### config.mk
export PLATFORM = sky130hd
export DESIGN_NAME = dam_rx_alarm_monitor
export DESIGN_NICKNAME = d
export VERILOG_FILES = /design/src/shared/dam_pkg.sv /design/src/rtl/dam_rx_alarm_monitor.sv
export VERILOG_INCLUDE_DIRS = /design/src /design/src/shared
export SDC_FILE = /design/constraint.sdc
export NUM_CORES = 1
export LEC_CHECK = 0
export BUFFER_PORTS_ARGS = -buffer_cell sky130_fd_sc_hd__buf_2
export CAP_MARGIN = 25
export CORE_MARGIN = 5
export CORE_UTILIZATION = 35
export CTS_CLUSTER_SIZE = 24
export DETAILED_ROUTE_END_ITERATION = 12
export GPL_TIMING_DRIVEN = 0
export PLACE_DENSITY_LB_ADDON = 0.2
export SYNTH_ARGS = -nofsm -noshare
export SYNTH_HDL_FRONTEND = slang
export SYNTH_SLANG_ARGS = --single-unit
### constraint.sdc
create_clock -name clock -period 3.7 [get_ports clock]
set_input_delay 0.185 -clock clock [delete_from_list [all_inputs] [get_ports clock]]
set_output_delay 0.185 -clock clock [all_outputs]
set_load 0.005 [all_outputs]
### src/shared/dam_consts.svh
// What this block does
// idle counter at 63 sets idle flag
// idle declaration raises change-of-idle interrupt
// idle flag clears when counter returns to zero
// both x-bits zero declares far-end failure
// far-end failure flag held while condition persists
// far-end failure change sets interrupt bit
// x-bits back to one clear far-end failure
// remote sends 111 when error free
// far_end_block_error code 111 counts nothing
// other far_end_block_error codes increment event counter
// app ident bit: 1 c-bit, 0 m13
// last app ident bit shown at bit 3
// app ident change sets interrupt bit 2
// idle frame needs valid, cp zero, x one, 1100
// idle counter up on idle, down otherwise
// status clears on read; far_end_block_error code shown
`ifndef DAM_CONSTS_SVH
`define DAM_CONSTS_SVH

// register indices; byte address is four times the index
`define DAM_IDX_CFG 7'h10
`define DAM_IDX_STAT 7'h11
`define DAM_IDX_INT 7'h13
`define DAM_IDX_MASK 7'h1A
`define DAM_IDX_CNT_HI 7'h58
`define DAM_IDX_CNT_LO 7'h59

// field positions
`define DAM_CFG_IDLE_BIT 5
`define DAM_STAT_FAR_END_RECEIVE_FAILURE_BIT 4
`define DAM_STAT_AIC_BIT 3
`define DAM_INT_IDLE_BIT 4
`define DAM_INT_FAR_END_RECEIVE_FAILURE_BIT 3
`define DAM_INT_AIC_BIT 2
`define DAM_INT_USED 8'h1C

// counter limits and reset values
`define DAM_IDLE_DECLARE 6'h3F
`define DAM_IDLE_ZERO 6'h00
`define DAM_FAR_END_BLOCK_ERROR_CLEAN 3'h7
`define DAM_CNT_MAX 16'hFFFF
`define DAM_CFG_RESET 4'h0
`define DAM_MASK_RESET 8'h00

`endif

### src/shared/dam_pkg.sv
package dam_pkg;

    // whole block state, registered in one place
    typedef struct packed {
        logic [5:0] idle_cnt;
        logic idle_flag;
        logic far_end_receive_failure_flag;
        logic aic_copy;
        logic [2:0] far_end_block_error_code;
        logic [3:0] cfg_ctl;
        logic [7:0] int_stat;
        logic [7:0] int_mask;
        logic [15:0] far_end_block_error_cnt;
        logic [7:0] cnt_lo_hold;
        logic ack;
        logic [31:0] dat;
        logic irq;
    } dam_state_t;

endpackage : dam_pkg

### src/rtl/dam_rx_alarm_monitor.sv
// Our own choice: the Wishbone slave port.
`timescale 1ns/1ps
`include "dam_consts.svh"

// register map, word index on the bus (byte address is four times the index):
//   0x10 config and alarm status: bit 5 idle flag, read only; bits 3:0 stored
//        control bits that steer nothing inside this block
//   0x11 alarm status: bit 4 far-end failure, bit 3 app ident copy,
//        bits 2:0 last far-end block error code
//   0x13 interrupt status: bit 4 idle change, bit 3 far-end change,
//        bit 2 app ident change; any read clears it, as does writing ones
//   0x1A interrupt mask, same layout, only the three used bits store
//   0x58 event counter high byte; the read snapshots the low byte and clears
//   0x59 event counter low byte as held by the last high-byte read
// limitation: software must read 0x58 before 0x59, or it sees a stale low byte
// trade-off: the counter saturates instead of wrapping, so a long outage
// reads as a full count rather than a small misleading one

module dam_rx_alarm_monitor (
    input wire logic clock,
    input wire logic reset,
    // wishbone classic slave
    input wire logic wb_cyc_i,
    input wire logic wb_stb_i,
    input wire logic wb_we_i,
    input wire logic [8:0] wb_adr_i,
    input wire logic [3:0] wb_sel_i,
    input wire logic [31:0] wb_dat_i,
    output logic [31:0] wb_dat_o,
    output logic wb_ack_o,
    output logic irq,
    // one summary per received m-frame from the framer
    input wire logic frame_strobe,
    input wire logic frame_mfp_valid,
    input wire logic [2:0] frame_cp_bits,
    input wire logic [1:0] frame_x_bits,
    input wire logic frame_payload_1100,
    input wire logic [2:0] frame_far_end_block_error_bits,
    input wire logic frame_aic_bit,
    // alarm levels for the transmit side
    output logic idle_condition_flag,
    output logic far_end_fail_flag
);

    dam_pkg::dam_state_t st_r;
    dam_pkg::dam_state_t st_nxt;

    logic bus_req;
    logic [6:0] bus_idx;
    logic frame_is_idle;
    logic cnt_read;
    logic [7:0] int_set;

    assign bus_req = wb_cyc_i && wb_stb_i && !st_r.ack;
    assign bus_idx = wb_adr_i[8:2];
    // idle m-frame qualification
    assign frame_is_idle = frame_mfp_valid && (frame_cp_bits == 3'h0)
        && (frame_x_bits == 2'h3) && frame_payload_1100;
    // reading the high byte snapshots and clears the event counter
    assign cnt_read = bus_req && !wb_we_i && (bus_idx == `DAM_IDX_CNT_HI);

    // next-state logic: frame processing, then bus side effects
    always_comb
    begin
        st_nxt = st_r;
        int_set = 8'h00;

        if (frame_strobe)
        begin
            // up/down counter, floored at zero, capped at the declare level
            if (frame_is_idle)
            begin
                if (st_r.idle_cnt != `DAM_IDLE_DECLARE)
                    st_nxt.idle_cnt = st_r.idle_cnt + 6'h01;
            end
            else if (st_r.idle_cnt != `DAM_IDLE_ZERO)
            begin
                st_nxt.idle_cnt = st_r.idle_cnt - 6'h01;
            end
            if (st_nxt.idle_cnt == `DAM_IDLE_DECLARE)
                st_nxt.idle_flag = 1'b1;
            else if (st_nxt.idle_cnt == `DAM_IDLE_ZERO)
                st_nxt.idle_flag = 1'b0;

            // mixed x-bits leave the far-end state as it was
            if (frame_x_bits == 2'h0)
                st_nxt.far_end_receive_failure_flag = 1'b1;
            else if (frame_x_bits == 2'h3)
                st_nxt.far_end_receive_failure_flag = 1'b0;

            // 111 means the far end saw no parity errors
            st_nxt.far_end_block_error_code = frame_far_end_block_error_bits;
            if (frame_far_end_block_error_bits != `DAM_FAR_END_BLOCK_ERROR_CLEAN && st_r.far_end_block_error_cnt != `DAM_CNT_MAX)
                st_nxt.far_end_block_error_cnt = st_r.far_end_block_error_cnt + 16'h0001;

            // 1 marks c-bit parity framing, 0 marks m13
            st_nxt.aic_copy = frame_aic_bit;
            int_set[`DAM_INT_AIC_BIT] = frame_aic_bit != st_r.aic_copy;
        end

        // both edges of each condition are change events
        int_set[`DAM_INT_IDLE_BIT] = st_nxt.idle_flag != st_r.idle_flag;
        int_set[`DAM_INT_FAR_END_RECEIVE_FAILURE_BIT] = st_nxt.far_end_receive_failure_flag != st_r.far_end_receive_failure_flag;

        // bus: one answer per request, ack falls in the following cycle
        st_nxt.ack = bus_req;
        st_nxt.dat = 32'h0000_0000;
        if (bus_req && wb_we_i)
        begin
            if (wb_sel_i[0])
            begin
                case (bus_idx)
                    `DAM_IDX_CFG: st_nxt.cfg_ctl = wb_dat_i[3:0];
                    `DAM_IDX_INT: st_nxt.int_stat = st_r.int_stat & ~wb_dat_i[7:0];
                    `DAM_IDX_MASK: st_nxt.int_mask = wb_dat_i[7:0] & `DAM_INT_USED;
                    default: st_nxt.cfg_ctl = st_r.cfg_ctl;
                endcase
            end
        end
        else if (bus_req)
        begin
            case (bus_idx)
                `DAM_IDX_CFG: st_nxt.dat = {24'h00_0000, 2'h0, st_r.idle_flag, 1'b0,
                    st_r.cfg_ctl};
                `DAM_IDX_STAT: st_nxt.dat = {24'h00_0000, 3'h0, st_r.far_end_receive_failure_flag,
                    st_r.aic_copy, st_r.far_end_block_error_code};
                `DAM_IDX_INT:
                begin
                    st_nxt.dat = {24'h00_0000, st_r.int_stat};
                    st_nxt.int_stat = 8'h00; // reset upon read
                end
                `DAM_IDX_MASK: st_nxt.dat = {24'h00_0000, st_r.int_mask};
                `DAM_IDX_CNT_HI:
                begin
                    st_nxt.dat = {24'h00_0000, st_r.far_end_block_error_cnt[15:8]};
                    st_nxt.cnt_lo_hold = st_r.far_end_block_error_cnt[7:0];
                end
                `DAM_IDX_CNT_LO: st_nxt.dat = {24'h00_0000, st_r.cnt_lo_hold};
                default: st_nxt.dat = 32'h0000_0000;
            endcase
        end

        // a frame error arriving with the read is kept, not lost
        if (cnt_read)
            st_nxt.far_end_block_error_cnt = (frame_strobe && frame_far_end_block_error_bits != `DAM_FAR_END_BLOCK_ERROR_CLEAN)
                ? 16'h0001 : 16'h0000;

        // new events win over a clear in the same cycle
        st_nxt.int_stat = st_nxt.int_stat | int_set;
        st_nxt.irq = |(st_nxt.int_stat & st_nxt.int_mask);
    end

    // single state register
    always_ff @(posedge clock)
    begin
        if (reset)
        begin
            st_r <= '{idle_cnt: `DAM_IDLE_ZERO, cfg_ctl: `DAM_CFG_RESET,
                int_mask: `DAM_MASK_RESET, default: '0};
        end
        else
        begin
            st_r <= st_nxt;
        end
    end

    assign wb_dat_o = st_r.dat;
    assign wb_ack_o = st_r.ack;
    assign irq = st_r.irq;
    assign idle_condition_flag = st_r.idle_flag;
    assign far_end_fail_flag = st_r.far_end_receive_failure_flag;

    // each used interrupt bit is sticky until software touches the register
    for (genvar b = 2; b <= 4; b++)
    begin : g_int_sticky

    end
endmodule : dam_rx_alarm_monitor

=== Word level (Yosys, flattened, before mapping) ===
Index checks and enable logic that the tools add are counted.

* Register bits after elaboration: 90

* Add/subtract/negate cells: 3
* Reduce and logical (&&, ||, !) cells: 23
* Equal/unequal tests: 14
* Bitwise logic cells: 6
* Multiplexer cells: 22

{| class="wikitable"
|+ Operators by type and width
! kind !! number
|-
| $mux 16 || 4
|-
| $mux 8 || 6
|-
| $pmux 8 s6 || 1
|-
| $mux 6 || 5
|-
| $eq 7x5->1 const B || 4
|-
| $add 16x1->16 const B || 1
|-
| $and 8x8->8 || 2
|-
| $ne 16x16->1 const B || 1
|-
| $eq 7x7->1 const B || 2
|-
| $logic_and 1x1->1 || 10
|-
| $not 8->8 || 1
|-
| $or 8x5->8 || 1
|-
| $reduce_or 8->1 || 1
|-
| $add 6x1->6 const B || 1
|-
| $eq 6x6->1 const B || 1
|-
| $logic_not 6->1 || 1
|-
| $mux 1 || 6
|-
| $ne 6x6->1 const B || 1
|-
| $reduce_and 3->1 || 2
|-
| $reduce_bool 6->1 || 1
|-
| $sub 6x1->6 const B || 1
|-
| $reduce_bool 2->1 || 2
|-
| $logic_not 3->1 || 1
|-
| $ne 1x1->1 || 3
|-
| 7 further kinds || 9
|}

=== Depth between registers and ports, before layout ===
* Depth after elaboration: 14
* Depth in mapped cells: 10
* Gate-level depth less buffers: 9

=== Least setup slack after synthesis ===
No wires, ideal clock.

* Path type: reg2reg
* Start: register st_r[84] in the netlist's numbering
* End: register st_r, in the netlist irq
* Library setup time: 0.084 ns
* Arrival: 2.670 ns
* Data required time: 3.616 ns
* Stages on the path, launching flop included: 11
* Buffers on the path: 1
* Setup slack: 0.946 ns
* Path through: dfxtp_1 clkbuf_1 inv_1 ha_1 nor2b_1 a222oi_1 o2bb2ai_1 or4_1 or4_1 o211a_1 o31ai_2

* Word-level cells in the longest chain between the ends: 12

{| class="wikitable"
|+ Ends and longest elaborated chain
! item !! line !! source
|-
| start, declared || dam_rx_alarm_monitor.sv:45 || <nowiki>dam_pkg::dam_state_t st_r;</nowiki>
|-
| start signal, assigned || dam_rx_alarm_monitor.sv:158 || <nowiki>st_r <= '{idle_cnt: `DAM_IDLE_ZERO, cfg_ctl: `DAM_CFG_RESET,</nowiki>
|-
| start signal, assigned || dam_rx_alarm_monitor.sv:163 || <nowiki>st_r <= st_nxt;</nowiki>
|-
| $sub 6x1->6, or another cell as far along || dam_rx_alarm_monitor.sv:78 || <nowiki>st_nxt.idle_cnt = st_r.idle_cnt - 6'h01;</nowiki>
|-
| $mux 6, on equally long branches || dam_rx_alarm_monitor.sv:76, dam_rx_alarm_monitor.sv:73 ||
|-
| $mux 6 (*) || dam_rx_alarm_monitor.sv:71 || <nowiki>if (frame_is_idle)</nowiki>
|-
| $mux 6 (*) || dam_rx_alarm_monitor.sv:68 || <nowiki>if (frame_strobe)</nowiki>
|-
| $logic_not 6->1 (no line) || - ||
|-
| $mux 1 || dam_rx_alarm_monitor.sv:82 || <nowiki>else if (st_nxt.idle_cnt == `DAM_IDLE_ZERO)</nowiki>
|-
| $mux 1 (*) || dam_rx_alarm_monitor.sv:80 || <nowiki>if (st_nxt.idle_cnt == `DAM_IDLE_DECLARE)</nowiki>
|-
| $mux 6 (*) || dam_rx_alarm_monitor.sv:68 ||
|-
| $ne 1x1->1 (*) || dam_rx_alarm_monitor.sv:102 || <nowiki>int_set[`DAM_INT_IDLE_BIT] = st_nxt.idle_flag != st_r.idle_flag;</nowiki>
|-
| $or 8x5->8 (*) || dam_rx_alarm_monitor.sv:149 || <nowiki>st_nxt.int_stat = st_nxt.int_stat | int_set;</nowiki>
|-
| $and 8x8->8 (*) || dam_rx_alarm_monitor.sv:150 || <nowiki>st_nxt.irq = |(st_nxt.int_stat & st_nxt.int_mask);</nowiki>
|-
| $reduce_or 8->1 (*) || dam_rx_alarm_monitor.sv:150 ||
|}

Mark *: on every way between the ends. The rest lies on a longest branch, timed or not. The select of a mux whose other input is x is not followed.
A chain may end at the register's enable or synchronous reset.

=== Worst setup path after layout ===
Ends and elaborated chain as after synthesis.

==> metrics.md <==
| Metric | Value |
|---|---|
| Outcome | `finished clean` |
| Port Buffer Count | `44` |
| Seq/Total Area, Yosys | `between 30 and 40%` |
| Global Route met1 Usage | `between 20% and 30%` |
| Final Util | `about 43%` |
| First-pass GRT wire length | `~16,000 µm` |
| Placed insts | `approximately 630` |
| Worst-path clk slew | `approximately 0.080 ns` |
| Mean post-synth cell area | `about 8.3 µm²` |
| Total CTS buffers | `9` |
| Total track usage | `between 15 and 20%` |
| Via count | `approximately 3,300` |
| Non-Filler Instances | `between 600 and 700` |
| Netlist cell types | `56` |
| Fraction of layout cells with a size suffix above 1 | `roughly a fifth` |
| Area Growth Syn to Fin | `18.94%` |
| Slew headroom | `35.62%` |
| Row Count | `36` |
| Setup ws final | `between 0.5 and 0.6 ns` |
| Initial Util | `36.10%` |
| Mapped Area | `about 3600 µm²` |
| Area post-placement | `between 4000 and 5000 µm²` |
| CP Launch Type | `flip-flop` |
| Worst skew pair latency | `~0.35 ns` |
| Pin count of the biggest net entering global routing | `14` |
| Area leader, netlist | `dfxtp_1` |
| Routed Antenna Nets | `0` |
| Setup_tns | `0 ns` |
| GRT overflow | `0` |
| Worst VDD drop | `about 0.21 mV` |
| Max Fclk | `between 300 and 400 MHz` |
| Htree depth | `3` |
| Initial antenna violation count | `0` |
| Mux cell area share after synthesis | `between 7 and 8%` |
| Die area | `roughly 12,000 µm²` |
| Synth Area in Simple Gates | `between 20% and 30%` |
| CP Class | `flip-flop to flip-flop` |
| CTS tree | `built` |
| Max-cap violations | `0` |
| Syn. warnings | `0` |
| Unrepaired setup endpoints after global routing | `no` |
| Vias in the first global route | `about 3,100` |
| Met2 usage | `approximately 25%` |
| CTS Sinks | `66` |
| Top cells by area, synth | `dfxtp_1, mux2i_1, buf_4, nor2_1, a21oi_1` |
| Design Area, Final | `between 4000 and 5000 µm²` |
| Final WL | `slightly below 10,000 µm` |
| Die Width | `110.9 µm` |
| Post-CTS Setup Repair Bufs | `0` |
| Leakage dissipation | `approximately 1.8 nW` |
| Synth Area in Adders | `about 1.4%` |
| Final Hold Fails | `0` |
| Synth Flop Type | `dfxtp_1` |
| Avg WL per Cell | `14.99 µm` |
| Pre-CTS WS | `around 0.54 ns` |
| HPWL Detailed | `between 7000 and 8000 µm` |
| Final Skew | `0.005380 ns` |
| Ant diodes | `0` |
| Compound-Gate Fraction of Synth Area | `between 10% and 20%` |
| DR DRC count | `0` |
| GR Util met3 | `roughly 3.8%` |
| Yosys top cell area share | `37.10%` |
| Gpl congestion | `0.8913` |
| Gr busiest metal | `met2` |
| Crit Path Max Fanout | `10` |
| # hold bufs at CTS | `0` |
| Largest family of logic cells by synthesized area | `simple AND/OR/NAND/NOR gates` |
| DIE HEIGHT | `110.9 µm` |
| IO Pins | `98` |
| Ys async rst share | `0%` |
| Hold Crit Class | `primary input to flip-flop` |
| Vias per Instance | `around 5.1` |
| Post-synth EDFFs | `0` |
| Fin Hold WS | `approximately 0.077 ns` |
| Cts repair resizes | `0` |
| CTS max path bufs | `2` |
| Cells after Synth | `428` |
| Max-slew violation count | `0` |
| Worst EP required | `between 3 and 4 ns` |
| CP endpoint kind | `flip-flop` |
| Drt initial violations | `~170` |
| Total power | `2.026 mW` |
| Root buffer cell | `clkbuf_8` |
| Core area | `9864 µm²` |
| Worst-Margin Slew | `~0.96 ns` |
| Period Utilization, post-route | `between 80% and 90%` |
| Yosys reg bits | `between 60 and 70` |
| Pwr/cell area | `between 400 and 500 nW/µm²` |
| Arr. time, crit path | `between 3 and 4 ns` |
| Fin nets | `572` |
| Final setup vio count | `0` |
| Post-Synth XOR/XNOR Area | `between 3 and 4%` |
| Crit path time final | `between 3 and 4 ns` |
| Pre-Repair DR Iteration Count | `6` |
## cell families after synthesis
family / count (synthesis)
and+or+nand+nor: 157
AOI/OAI and AO/OA: 99
DFF: 66
buffers and inverters: 62
muxes: 25
xor gates and xnor gates: 14
adders and majority gates: 4
other: 1
## final timing paths
| check | from | to | cells past startpoint | slack, ns |
|---|---|---|---|---|
| worst min-delay path | wb_dat_i[0] | st_r[74] | 3 | 0.08 |
| worst min register to register | st_r[73] | st_r[73] | 2 | 0.48 |
| worst max register to register | st_r[84] | irq | 10 | 0.50 |
| worst max-delay path | st_r[84] | irq | 10 | 0.50 |
## power breakdown
group | leakage [nW] | switching [mW] | internal, mW | total (mW)
Clock | 0.100 | 0.303 | 0.316 | 0.620
Combinational | 1.18 | 0.382 | 0.250 | 0.631
Sequential | 0.534 | 0.0312 | 0.743 | 0.775
Total | 1.82 | 0.716 | 1.31 | 2.03
## cells in the final DEF, fill, tap and decap left out, types with 8 or more instances in the layout
cell      count
a21oi_1      24
a22oi_1       8
and2_1        9
buf_2        45
buf_4        32
clkbuf_1     14
clkbuf_8      9
conb_1       24
dfxtp_1      66
inv_1        11
mux2i_1      25
nand2_1      26
nand3_1      12
nand4_1       9
nor2_1       60
o21ai_0      19
xnor2_1       8
## registers in the layout, indices dropped and copies added, names as in the netlist
register and count:
st_r 54, wb_dat_o 8, far_end_fail_flag 1, idle_condition_flag 1, irq 1, wb_ack_o 1
## critical path, stage by stage, from the launching register on
cell and delay (ns):
dfxtp_1 0.36, clkbuf_1 0.37, inv_1 0.17, ha_1 0.24, nor2b_1 0.19, a222oi_1 0.37, o2bb2ai_1 0.13, or4_1 0.41
or4_1 0.44, o211a_1 0.26, o31ai_2 0.18
## layout make-up
cell class,count,area [µm²]
multi-input combinational,323,1972
inverter,11,41.29
timing repair buffer,44,220.2
clock inverter,7,77.57
buffer,51,312.8
fill,1026,5629
clock buffer,9,123.9
tap,133,166.4
sequential,66,1321
## synth_stat cells, types with 3 or more instances
library cell,count
inv_1,11
nand3_1,12
a31oi_1,4
nand4_1,9
a211oi_1,6
and3_1,4
a21boi_0,7
or4_1,5
o21ai_0,19
buf_1,4
ha_1,4
buf_4,32
nor2_1,60
nand2_1,26
xor2_1,6
a222oi_1,6
a22o_1,3
mux2i_1,25
a21oi_1,24
and4_1,4
nor3_1,5
or3_1,7
dfxtp_1,66
nor3b_1,3
a22oi_1,8
o211a_1,3
and2_1,9
xnor2_1,8
o211ai_1,5
clkbuf_1,14
## routing by layer
| metal | routed length, µm | vias to the layer above | part of all wire [%] |
|---|---|---|---|
| li1 | - | 1654 | - |
| met1 | 4596 | 1541 | 48 |
| met2 | 4395 | 96 | 46 |
| met3 | 436 | 14 | 4.5 |
| met4 | 227 | 0 | 2.4 |
| met5 | 0 | - | 0 |
Note: power is estimated with default switching activity, not from simulation.
